<file path="config.mk">
export PLATFORM = sky130hd
export DESIGN_NAME = aic_ctrl
export DESIGN_NICKNAME = d
export VERILOG_FILES = /design/src/rtl/aic_pkg.sv /design/src/rtl/aic_ctrl.sv /design/src/rtl/aic_decode.sv
export SDC_FILE = /design/constraint.sdc
export NUM_CORES = 1
export LEC_CHECK = 0
export BUFFER_PORTS_ARGS = -buffer_cell sky130_fd_sc_hd__clkbuf_2
export CORE_ASPECT_RATIO = 1.2
export CORE_MARGIN = 2
export CORE_UTILIZATION = 46
export DETAILED_ROUTE_END_ITERATION = 7
export PLACE_DENSITY = 0.81
export REMOVE_ABC_BUFFERS = 1
export SLEW_MARGIN = 20
export SYNTH_ARGS = -nofsm -noshare
export SYNTH_HDL_FRONTEND = slang
export SYNTH_SLANG_ARGS = --single-unit
</file>
<file path="constraint.sdc">
create_clock -name CLK_I -period 3.65 [get_ports CLK_I]
set_clock_uncertainty 0.2 [all_clocks]
set_input_delay 0.1825 -clock CLK_I [delete_from_list [all_inputs] [get_ports CLK_I]]
set_output_delay 0.1825 -clock CLK_I [all_outputs]
set_load 0.03 [all_outputs]
</file>
<file path="src/rtl/aic_pkg.sv">
// shared constants and types of the auxiliary instruction classifier
package aic_pkg;

	// machine_state_word bit positions; printed numbering is msb-first
	localparam int MSW_W = 32;
	localparam int MSW_AUX_POS = MSW_W - 1 - 6;
	localparam int MSW_EXC_POS = MSW_W - 1 - 12;
	localparam int MSW_FPU_POS = MSW_W - 1 - 18;
	localparam int MSW_FE_A_POS = MSW_W - 1 - 20;
	localparam int MSW_FE_B_POS = MSW_W - 1 - 23;
	localparam logic [31:0] MSW_RESET = 32'h0000_0000;

	// instruction fields, little-endian slices of the 32-bit word
	localparam int PRI_HI = 31;
	localparam int PRI_LO = 26;
	localparam int TGT_HI = 25;
	localparam int TGT_LO = 21;
	localparam int SRCA_HI = 20;
	localparam int SRCA_LO = 16;
	localparam int SRCB_HI = 15;
	localparam int SRCB_LO = 11;
	localparam int EXT_HI = 10;
	localparam int EXT_LO = 1;

	// opcode constants
	localparam logic [5:0] PRI_CUSTOM = 6'h00;
	localparam logic [5:0] PRI_MIXED = 6'h04;
	localparam logic [5:0] PRI_FP_SINGLE = 6'h3b;
	localparam logic [5:0] PRI_FP_DOUBLE = 6'h3f;
	localparam logic [9:0] EXT_ILLEGAL = 10'h000;
	localparam logic [1:0] EXT_MAC_TOP = 2'h2;
	localparam int EXT_MAC_HI = 2;
	localparam int EXT_MAC_LO = 1;
	localparam logic [6:0] EXT_CUST_COND = 7'h46;
	localparam int EXT_COND_HI = 6;
	localparam int EXT_COND_LO = 0;

	// opcode space of one instruction
	typedef enum logic [2:0] {
		SPC_NONE = 3'b000,
		SPC_ILLEGAL = 3'b001,
		SPC_CUST = 3'b010,
		SPC_CUST_COND = 3'b011,
		SPC_MAC_RSVD = 3'b100,
		SPC_FPU = 3'b101
	} aic_space_type;

	// floating exception mode, bits are {mode_b, mode_a}
	typedef enum logic [1:0] {
		FPX_IGNORE = 2'b00,
		FPX_IMP_REC = 2'b01,
		FPX_IMP_NONREC = 2'b10,
		FPX_PRECISE = 2'b11
	} aic_fpx_type;

	// issue sequencer states
	typedef enum logic [1:0] {
		ST_IDLE = 2'b00,
		ST_AUTO_BUSY = 2'b01,
		ST_FIRST_EX = 2'b10,
		ST_WAIT_DONE = 2'b11
	} aic_state_type;

endpackage : aic_pkg
</file>
<file path="src/rtl/aic_ctrl.sv">
// issue control and classification of co-processor instructions
//
// Summary of operation
// - no instruction accepted until software has written the machine state word
// - state bit 6 set means auxiliary unit present, else path unusable
// - state bit 12 gates exceptions coming from the auxiliary unit
// - state bit 18 set means a floating point co-processor is present
// - bits 20 and 23 pick ignore, imprecise or precise floating exception mode
// - on local decode, report source and target resource needs to the processor
// - autonomous instructions never stall the pipeline and return nothing
// - next instruction waits while co-processor is still busy with an earlier one
// - non-autonomous instruction stalls the pipeline until co-processor done
// - instructions that cannot be reissued safely are configured blocking
// - blocking instruction holds off interrupts after its first execute cycle
// - non-blocking instruction may be aborted for interrupts and later reissued
// - predefined instructions use source and target fields as registers
// - custom instructions may treat their fields as immediates
// - primary 0 extended zero is illegal; rest are custom without condition update
// - primary 4: low 10- reserved, 1000110 custom with condition, rest custom
// - primaries 59 and 63 are floating point arithmetic for the co-processor
`timescale 1ns/1ps
module aic_ctrl
	import aic_pkg::*;
#(
	parameter int INSTR_W = 32 // instruction width, only 32 served
)
(
	input wire logic CLK_I, // 40 MHz clock
	input wire logic NRST_I, // synchronous reset, active low
	input wire logic MSW_WR_I, // machine_state_word write strobe
	input wire logic [31:0] MSW_DATA_I, // machine_state_word write data
	input wire logic CUST_AUTO_I, // custom instructions are autonomous
	input wire logic CUST_BLOCK_I, // custom non-autonomous are blocking
	input wire logic CUST_IMM_I, // custom fields are immediates
	input wire logic FPU_BLOCK_I, // floating instructions are blocking
	input wire logic ISSUE_VALID_I, // processor offers an instruction
	input wire logic [INSTR_W-1:0] ISSUE_INSTR_I, // offered instruction
	output logic ISSUE_READY_O, // instruction may be taken
	output logic STALL_O, // processor pipeline stalled
	output logic IRQ_HOLD_O, // interrupts and exceptions held off
	input wire logic IRQ_PEND_I, // processor wants to take an interrupt
	output logic UNRECOG_O, // unrecognised instruction pulse
	output logic RES_VALID_O, // resource report pulse
	output logic RES_SRC_A_O, // needs first_source_field register
	output logic RES_SRC_B_O, // needs second_source_field register
	output logic RES_TGT_O, // writes target_field register
	output logic RES_SETS_COND_O, // may update condition_register
	output logic DONE_O, // non-autonomous instruction finished
	output logic ABORTED_O, // non-blocking instruction aborted
	output logic CP_VALID_O, // instruction pulse to coprocessor
	output logic [INSTR_W-1:0] CP_INSTR_O, // instruction to coprocessor
	output logic CP_ABORT_O, // abort pulse to coprocessor
	input wire logic CP_DONE_I, // coprocessor finished current one
	input wire logic CP_EXC_I, // coprocessor raises an exception
	input wire logic CP_FP_EXC_I, // coprocessor floating exception
	output logic AUX_EXC_O, // gated coprocessor exception pulse
	output logic FP_EXC_O, // floating exception pulse
	output logic FP_EXC_PRECISE_O, // floating exception is precise
	output logic AUX_READY_O, // auxiliary unit usable
	output logic FPU_PRESENT_O, // floating co-processor present
	output aic_fpx_type FP_MODE_O // floating exception mode
);

	////////////////////////////////////////////////////////////////////////////
	// elaboration checks

	// the field slices in the package assume a 32-bit word
	if (INSTR_W != 32) begin : g_width_check
		$error("aic_ctrl serves only 32-bit instructions");
	end

	////////////////////////////////////////////////////////////////////////////
	// machine state word

	logic [31:0] msw_reg;
	logic configured_reg;
	logic aux_ok;
	logic exc_en;
	logic fpu_ok;
	aic_fpx_type fp_mode;

	// register written only by software
	// a write while busy acts at once, so the unit may turn unready mid-instruction
	always_ff @(posedge CLK_I) begin
		if (!NRST_I) begin
			msw_reg <= MSW_RESET;
		end else if (MSW_WR_I) begin
			msw_reg <= MSW_DATA_I;
		end
	end

	always_ff @(posedge CLK_I) begin
		if (!NRST_I) begin
			configured_reg <= 1'b0;
		end else if (MSW_WR_I) begin
			configured_reg <= 1'b1;
		end
	end

	assign aux_ok = configured_reg && msw_reg[MSW_AUX_POS];
	assign exc_en = msw_reg[MSW_EXC_POS];
	assign fpu_ok = msw_reg[MSW_FPU_POS];
	// two-bit mode from bits 20 and 23
	assign fp_mode = aic_fpx_type'({msw_reg[MSW_FE_B_POS], msw_reg[MSW_FE_A_POS]});

	////////////////////////////////////////////////////////////////////////////
	// decode
	// pure logic; its result is only used in the cycle of the take

	aic_space_type space;
	logic dec_src_a;
	logic dec_src_b;
	logic dec_tgt;
	logic usable;
	logic is_auto;
	logic is_block;

	aic_decode u_decode (
		.instr_i(ISSUE_INSTR_I),
		.fpu_ok_i(fpu_ok),
		.cust_imm_i(CUST_IMM_I),
		.space_o(space),
		.src_a_o(dec_src_a),
		.src_b_o(dec_src_b),
		.tgt_o(dec_tgt)
	);

	// only custom and floating spaces are usable
	assign usable = (space == SPC_CUST) || (space == SPC_CUST_COND) || (space == SPC_FPU);

	// floating ops without a target return nothing, so they run autonomous
	assign is_auto = (space == SPC_FPU) ? !dec_tgt : CUST_AUTO_I;
	assign is_block = (space == SPC_FPU) ? FPU_BLOCK_I : CUST_BLOCK_I;

	////////////////////////////////////////////////////////////////////////////
	// issue sequencer

	aic_state_type state_reg;
	aic_state_type state_next;
	logic block_reg;
	logic take;

	// unusable words never leave idle, so they may follow back to back
	// nothing new while the coprocessor is busy
	assign ISSUE_READY_O = aux_ok && (state_reg == ST_IDLE);
	assign take = ISSUE_VALID_I && ISSUE_READY_O;

	always_comb begin
		state_next = state_reg;
		case (state_reg)
			ST_IDLE: begin
				if (take && usable) begin
					state_next = is_auto ? ST_AUTO_BUSY : ST_FIRST_EX;
				end
			end
			ST_AUTO_BUSY: begin
				if (CP_DONE_I) begin
					state_next = ST_IDLE;
				end
			end
			// a blocking instruction still lets an interrupt in during this cycle;
			// the hold only starts once its first execute cycle is over
			ST_FIRST_EX: begin
				if (CP_DONE_I) begin
					state_next = ST_IDLE;
				end else if (IRQ_PEND_I && !block_reg) begin
					state_next = ST_IDLE;
				end else begin
					state_next = ST_WAIT_DONE;
				end
			end
			ST_WAIT_DONE: begin
				if (CP_DONE_I) begin
					state_next = ST_IDLE;
				end else if (IRQ_PEND_I && !block_reg) begin
					state_next = ST_IDLE;
				end
			end
			default: begin
				state_next = ST_IDLE;
			end
		endcase
	end

	always_ff @(posedge CLK_I) begin
		if (!NRST_I) begin
			state_reg <= ST_IDLE;
		end else begin
			state_reg <= state_next;
		end
	end

	// class of the instruction in flight
	always_ff @(posedge CLK_I) begin
		if (!NRST_I) begin
			block_reg <= 1'b0;
		end else if (take && usable) begin
			block_reg <= is_block && !is_auto;
		end
	end

	assign STALL_O = (state_reg == ST_FIRST_EX) || (state_reg == ST_WAIT_DONE);
	assign IRQ_HOLD_O = block_reg && (state_reg == ST_WAIT_DONE);

	////////////////////////////////////////////////////////////////////////////
	// processor-side reports

	always_ff @(posedge CLK_I) begin
		if (!NRST_I) begin
			RES_VALID_O <= 1'b0;
			RES_SRC_A_O <= 1'b0;
			RES_SRC_B_O <= 1'b0;
			RES_TGT_O <= 1'b0;
			RES_SETS_COND_O <= 1'b0;
		end else begin
			RES_VALID_O <= take && usable;
			if (take && usable) begin
				RES_SRC_A_O <= dec_src_a;
				RES_SRC_B_O <= dec_src_b;
				RES_TGT_O <= dec_tgt && !is_auto;
				RES_SETS_COND_O <= (space == SPC_CUST_COND);
			end
		end
	end

	// illegal, reserved or unknown spaces bounce back
	always_ff @(posedge CLK_I) begin
		if (!NRST_I) begin
			UNRECOG_O <= 1'b0;
		end else begin
			UNRECOG_O <= take && !usable;
		end
	end

	// completion and abort pulses toward the processor
	// done wins when it meets an interrupt in the same cycle
	always_ff @(posedge CLK_I) begin
		if (!NRST_I) begin
			DONE_O <= 1'b0;
			ABORTED_O <= 1'b0;
		end else begin
			DONE_O <= STALL_O && CP_DONE_I;
			ABORTED_O <= STALL_O && !CP_DONE_I && IRQ_PEND_I && !block_reg;
		end
	end

	////////////////////////////////////////////////////////////////////////////
	// coprocessor side

	// the word is held after the pulse, so a slow coprocessor may sample it late
	// whole word forwarded; coprocessor decodes it again
	always_ff @(posedge CLK_I) begin
		if (!NRST_I) begin
			CP_VALID_O <= 1'b0;
			CP_INSTR_O <= '0;
			CP_ABORT_O <= 1'b0;
		end else begin
			CP_VALID_O <= take && usable;
			if (take && usable) begin
				CP_INSTR_O <= ISSUE_INSTR_I;
			end
			CP_ABORT_O <= STALL_O && !CP_DONE_I && IRQ_PEND_I && !block_reg;
		end
	end

	////////////////////////////////////////////////////////////////////////////
	// exceptions

	// the precise flag is a level that follows the mode one cycle late
	// aux ones gated by enable; ignore mode drops floating ones
	always_ff @(posedge CLK_I) begin
		if (!NRST_I) begin
			AUX_EXC_O <= 1'b0;
			FP_EXC_O <= 1'b0;
			FP_EXC_PRECISE_O <= 1'b0;
		end else begin
			AUX_EXC_O <= CP_EXC_I && exc_en && aux_ok;
			FP_EXC_O <= CP_FP_EXC_I && fpu_ok && (fp_mode != FPX_IGNORE);
			FP_EXC_PRECISE_O <= (fp_mode == FPX_PRECISE);
		end
	end

	// status views of the state word
	assign AUX_READY_O = aux_ok;
	assign FPU_PRESENT_O = fpu_ok;
	assign FP_MODE_O = fp_mode;

endmodule : aic_ctrl

</file>
<file path="src/rtl/aic_decode.sv">
// combinational opcode-space and resource decode of one instruction
`timescale 1ns/1ps
module aic_decode
	import aic_pkg::*;
(
	input wire logic [31:0] instr_i, // instruction word
	input wire logic fpu_ok_i, // floating unit present
	input wire logic cust_imm_i, // custom fields are immediates
	output aic_space_type space_o, // opcode space
	output logic src_a_o, // needs first_source_field register
	output logic src_b_o, // needs second_source_field register
	output logic tgt_o // writes target_field register
);

	// opcode space lookup for the custom, mixed and floating primaries
	function automatic aic_space_type classify(input logic [5:0] pri, input logic [9:0] ext,
			input logic fpu_ok);
		aic_space_type s;
		s = SPC_NONE;
		if (pri == PRI_CUSTOM) begin
			s = (ext == EXT_ILLEGAL) ? SPC_ILLEGAL : SPC_CUST;
		end else if (pri == PRI_MIXED) begin
			if (ext[EXT_MAC_HI:EXT_MAC_LO] == EXT_MAC_TOP) begin
				s = SPC_MAC_RSVD;
			end else if (ext[EXT_COND_HI:EXT_COND_LO] == EXT_CUST_COND) begin
				s = SPC_CUST_COND;
			end else begin
				s = SPC_CUST;
			end
		end else if ((pri == PRI_FP_SINGLE) || (pri == PRI_FP_DOUBLE)) begin
			// without a floating unit the space is simply not there
			s = fpu_ok ? SPC_FPU : SPC_NONE;
		end
		return s;
	endfunction : classify

	always_comb begin
		space_o = classify(instr_i[PRI_HI:PRI_LO], instr_i[EXT_HI:EXT_LO], fpu_ok_i);
		src_a_o = 1'b0;
		src_b_o = 1'b0;
		tgt_o = 1'b0;
		if (space_o == SPC_FPU) begin
			src_a_o = 1'b1;
			src_b_o = 1'b1;
			tgt_o = 1'b1;
		end else if ((space_o == SPC_CUST) || (space_o == SPC_CUST_COND)) begin
			src_a_o = !cust_imm_i;
			src_b_o = !cust_imm_i;
			tgt_o = !cust_imm_i;
		end
	end

endmodule : aic_decode

</file>
==> results.json, run 1 <==
{
  "num_vias": 2019,
  "synthMuxAreaShare": 0.1503,
  "layout_common_cells": "clkbuf_2, nand2_1, dfxtp_1, dlygate4sd3_1, mux2i_1",
  "gr-usage-met2": 0.3870,
  "crit_required_ns": 3.67,
  "startpoint_type": "input port",
  "power_leakage_nw": 1.602,
  "final_net_count": 435,
  "cp_top_family": "simple AND/OR/NAND/NOR gates",
  "ir_drop_mv": 0.2800,
  "path_buf_inv": 3,
  "ctsLongestPathBuffers": 2,
  "synthCells": 233,
  "hp-class": "in2reg",
  "drive_above_1_share": 0.3222,
  "max_cap_viol_count": 0,
  "avgSynthCellArea_um2": 9.145,
  "fmax_mhz": 425.2,
  "fin_cells": 418,
  "cts_root_buffer": "clkbuf_8",
  "grt_max_degree": 43,
  "postRouteAntennaNets": 0,
  "yosys-top-cells-area": "dfxtp_1, mux2i_1, nand2_1",
  "grt.busiest_layer": "met2",
  "yosys.area_share.simple": 0.2454,
  "rsz0062_at_grt": "no",
  "ys_seq_area_frac": 0.4792,
  "synth_top_area_frac": 0.4792,
  "io_pins": 128,
  "synth_area_leader_cell": "dfxtp_1",
  "largest_register_ffs": 32,
  "worst_pin_slew_ns": 0.7676,
  "synth_compound_area_frac": 0.06342,
  "met3_usage": 0.04011,
  "path_clk_slew_ns": 0.08,
  "dp.final_hpwl_mm": 3.427,
  "avgRoutedWirePerCell_um": 12.43,
  "cts.sinks": 51,
  "relSlewSlack": 0.4883,
  "die_x_um": 66.13,
  "yosysWarningCount": 0,
  "cp.arrival_ns": 2.38,
  "insertion_delay_ns": 0.30,
  "start_util": 0.4707,
  "num_rows": 27,
  "cts_tree": "yes",
  "diodes": 0,
  "period_minus_slack_ns": 2.352,
  "placedCellCount": 373,
  "fin_setup_tns_ns": 0,
  "yosysUniqueCellTypes": 35,
  "htree_levels": 2,
  "cp_slowest_cell": "dlygate4sd3_1",
  "wirelength_mm": 5.196,
  "hold_viol": 0,
  "drc": 0,
  "grt_overflow": 0,
  "drt-vias-per-instance": 4.830,
  "dieArea_um2": 5195,
  "synth_seq_cells": 51,
  "portBuffers": 100,
  "met1_usage": 0.2096,
  "die_h_um": 78.56,
  "setup_viol": 0,
  "synthXorXnorAreaFrac": 0,
  "grtUsageTotal": 0.2028,
  "first_pass_iters": 4,
  "synth_top_family_by_area": "simple AND/OR/NAND/NOR gates",
  "crit_chain": "dlygate4sd3_1, clkbuf_2, nor4_4, nand3_1, nor4bb_1, buf_4, nor2_8, mux2i_1",
  "core-area_um2": 4527,
  "final_common_cell": "clkbuf_2",
  "fin_crit_sh": 0.6443,
  "synth_fa_ha_area_frac": 0,
  "status": "completed",
  "area_growth_pct": 43.86,
  "reg2reg_setup_slack_ns": 1.66,
  "power_density_nw_per_um2": 332.2,
  "path_class": "in2reg",
  "grt_pass1_vias": 1931,
  "grt_pass1_wl_mm": 8.142,
  "antenna_found_initial": 0,
  "cp_max_fo": 28,
  "slowest_delay_ns": 0.53,
  "final_util": 0.6772,
  "worstSetupEndpointType": "flip-flop",
  "place_congestion": 0.7488,
  "syn-cell-area_um2": 2131,
  "drtIter0Drc": 72,
  "drv_slew": 0,
  "numCtsBuffers": 5
}
-- power by group --
part           leakage [nW]  switching, mW  internal (mW)
logic                  1.14         0.0518         0.0581
clock network        0.0515          0.171          0.173
registers             0.412        0.00383          0.561
-- path summary, 6_finish.rpt --
kind                          from             to  depth (start not counted)
hold / removal       ISSUE_VALID_I      UNRECOG_O                          3
setup / recovery  ISSUE_INSTR_I[1]  CP_INSTR_O[7]                          8
setup reg to reg      state_reg[1]  CP_INSTR_O[7]                          6
hold reg to reg        msw_reg[19]      AUX_EXC_O                          2
-- what timing repair did --
action                    in CTS  in global routing
hold endpoints to repair      37                  0
hold buffers                  37                  0
buffers inserted               0                  0
resized for setup              0                  0
-- routing by layer --
layer,routed length (µm),up-vias
met4,91,0
li1,-,1032
met5,0,-
met3,255,8
met1,2059,922
met2,2789,57
-- synthesized netlist by cell type, drive strengths merged --
library cell / count
nand4: 2
nand2b: 3
o221ai: 1
nand3: 7
nor2b: 1
nor4: 2
o22ai: 1
nand2: 66
and2: 1
inv: 2
and3: 3
or2: 1
dfxtp: 51
nor4bb: 1
a21oi: 2
o21a: 1
a221oi: 1
and4: 1
buf: 9
nand3b: 1
o21ai: 7
o2111a: 1
mux2i: 32
a311oi: 1
nor2: 14
nor3: 6
clkbuf: 11
a211oi: 3
a31oi: 1
-- layout make-up --
class / instances / area (µm²)
well taps: 58 / 72.57
multi-input cells: 160 / 978.4
repair buffers: 139 / 885.9
fillers: 381 / 1461
clock buffers: 8 / 100.1
flip-flops and latches: 51 / 1021
inverters: 2 / 7.507
-- cells by family (layout without fill, tap and decap cells) --
logic type | after synthesis | count (layout)
buf+inv | 22 | 149
compound gates | 19 | 19
flops | 51 | 51
mux | 32 | 32
simple gates | 109 | 109
-- worst reg2reg max path, delay by kind of cell, from the launching register on --
kind	cells	cell delay, ns
and+or+nand+nor	4	0.78
DFF	1	0.48
buffers and inverters	1	0.16
muxes	1	0.30
-- through the flow --
step / power [mW] / hold WS, ns / setup slack, ns / area [µm²]
after detailed placement: 0.6555 / 0.1928 / 1.522 / 2595
final: 1.018 / 0.01630 / 1.298 / 3065
after CTS: 1.029 / 0.01554 / 1.280 / 3065
after floorplan: 0.6053 / 0.05947 / 1.076 / 2007
after global placement: 0.6540 / 0.1896 / 1.560 / 2595
after global routing: 1.058 / 0.02732 / 1.185 / 3065
No activity file was read; power rests on OpenSTA's default activity.
==> run 2, diff against run 1 <==
CORE_UTILIZATION = 43   (was 46)
PLACE_DENSITY = 0.77   (was 0.81)
clock period = 2.2 ns   (was 3.65 ns; I/O delays follow)
==> run 2 against run 1 <==
Setup slack lost 1.2 ns; register-to-register slack lost 1.5 ns; final area grew 3.3%; sequential power grew 66%; first-iteration DRC count shrank 4.2%; die area grew 6.6%; core utilization shrank 2.7 points; largest power group unchanged; wire length grew 4.9%; count of clock-buffer cells in the layout shrank 2; largest cell class unchanged; via count grew 2.0%; clock power grew 52%.
==> results.json, run 2 (same netlist as run 1, synthesis figures left out) <==
{
  "total_power_mw": 1.661,
  "rsz0062_at_grt": "yes",
  "drc": 0,
  "wirelength_mm": 5.450,
  "fin_crit_sh": 0.9706,
  "fin_setup_tns_ns": 0,
  "die_x_um": 68.26,
  "cts_tree": "yes",
  "grt_pass1_wl_mm": 8.107,
  "ir_drop_mv": 0.2681,
  "start_util": 0.4376,
  "crit_chain": "dlygate4sd3_1, clkbuf_2, nor4_2, nand3_1, nor4bb_1, buf_4, nor2_8, mux2i_1",
  "drtIter0Drc": 69,
  "htree_levels": 2,
  "drt-vias-per-instance": 4.791,
  "cp_slowest_cell": "dlygate4sd3_1",
  "p_sw_frac": 0.2385,
  "grt_pass1_vias": 1878,
  "diodes": 0,
  "largest_register_ffs": 32,
  "final_net_count": 445,
  "worst_pin_slew_ns": 0.6210,
  "path_class": "in2reg",
  "p_comb_frac": 0.122,
  "drive_above_1_share": 0.3135,
  "switchingPower_mw": 0.3961,
  "cts_root_buffer": "clkbuf_8",
  "final_common_cell": "clkbuf_2",
  "internal-power_mw": 1.265,
  "grt_overflow": 0,
  "first_pass_iters": 4,
  "area_growth_pct": 48.56,
  "portBuffers": 100,
  "cp_max_fo": 28,
  "antenna_found_initial": 0,
  "dp.final_hpwl_mm": 3.373,
  "core-area_um2": 4870,
  "period_minus_slack_ns": 2.135,
  "io_pins": 128,
  "dieArea_um2": 5537,
  "fmax_mhz": 468.3,
  "clock_power_share": 0.314,
  "postLayoutCellArea_um2": 3166,
  "cp.arrival_ns": 2.15,
  "startpoint_type": "input port",
  "post_cts_resized": 0,
  "slowest_delay_ns": 0.55,
  "power_leakage_nw": 1.632,
  "grtUsageTotal": 0.1918,
  "relSlewSlack": 0.5860,
  "worstSetupEndpointType": "flip-flop",
  "num_rows": 28,
  "place_congestion": 0.7331,
  "crit_required_ns": 2.22,
  "power_density_nw_per_um2": 524.7,
  "dpl_cell_area_um2": 2610,
  "cts.sinks": 51,
  "final_util": 0.6501,
  "avgRoutedWirePerCell_um": 12.67,
  "fillers": 403,
  "status": "completed",
  "numCtsBuffers": 5,
  "postRouteAntennaNets": 0,
  "drv_slew": 0,
  "hp-class": "in2reg",
  "max_cap_viol_count": 0,
  "multiInputGateArea_um2": 978.4,
  "path_clk_slew_ns": 0.08,
  "insertion_delay_ns": 0.30,
  "regArea_um2": 1021,
  "die_h_um": 81.11,
  "seqPwrFrac": 0.564,
  "postCtsSetupBuffers": 0,
  "num_vias": 2060,
  "layout_common_cells": "clkbuf_2, nand2_1, dfxtp_1, dlygate4sd3_1, mux2i_1",
  "setup_viol": 0,
  "ctsLongestPathBuffers": 2,
  "hold_viol": 0,
  "grt_max_degree": 56
}
run 2: changes by cell type in the layout (fill, tap and decap cells not counted), sizes merged:
cell	before	now
clkbuf	108	106
dlygate4sd3	37	47
clkinv	0	1
clkinvlp	0	1
run 2: final timing paths:
path | start | to | slack [ns] | cells past startpoint
setup / recovery | ISSUE_INSTR_I[8] | CP_INSTR_O[5] | 0.06 | 8
hold / removal | ISSUE_INSTR_I[2] | RES_SETS_COND_O | 0.008 | 5
setup reg to reg | state_reg[1] | CP_INSTR_O[26] | 0.18 | 6
hold reg to reg | msw_reg[19] | AUX_EXC_O | 0.26 | 2
run 2: what timing repair did:
action                     4_1_cts  5_1_grt
setup endpoints to repair        0       17
hold buffers                    47        0
hold endpoints to repair        46        0
run 2: routing by layer:
layer	global-route usage	part of all wire	up-vias	wire (µm)
met3	0.04017	0.057	10	308
li1	-	-	1049	-
met4	0.05400	0.019	0	104
met2	0.3544	0.50	70	2735
met1	0.2172	0.42	931	2301
met5	0	0	-	0
run 2: final cells by class:
| cell class | instances | area share |
|---|---|---|
| inverters | 2 | 0.002372 |
| flip-flops and latches | 51 | 0.3225 |
| repair buffers | 149 | 0.3154 |
| clock inverters | 2 | 0.003953 |
| multi-input cells | 160 | 0.3091 |
| well taps | 60 | 0.02372 |
| clock buffers | 6 | 0.02292 |
run 2: per-stage QoR:
| step | hold slack [ns] | instances | setup slack [ns] |
|---|---|---|---|
| final | 0.007817 | 430 | 0.06472 |
| after global routing | 0.05800 | 430 | -0.03671 |
| after CTS | 0.002096 | 430 | 0.04285 |
| after detailed placement | 0.1292 | 375 | 0.1062 |
| after global placement | 0.1171 | 375 | 0.1459 |
| after floorplan | -0.01303 | 213 | -0.3741 |
run 2: critical path, delay by kind of cell:
family	cells	cell delay [ns]
and+or+nand+nor	4	0.90
buffers and inverters	3	0.84
muxes	1	0.27
run 2: power by group through the flow:
stage	clock [mW]	sequential (mW)	combinational, mW
2_1_floorplan	0	0.965	0.0388
3_3_place_gp	0	0.958	0.131
3_5_place_dp	0	0.958	0.133
4_1_cts	0.544	0.936	0.199
5_1_grt	0.578	0.938	0.220
6_report	0.522	0.936	0.203
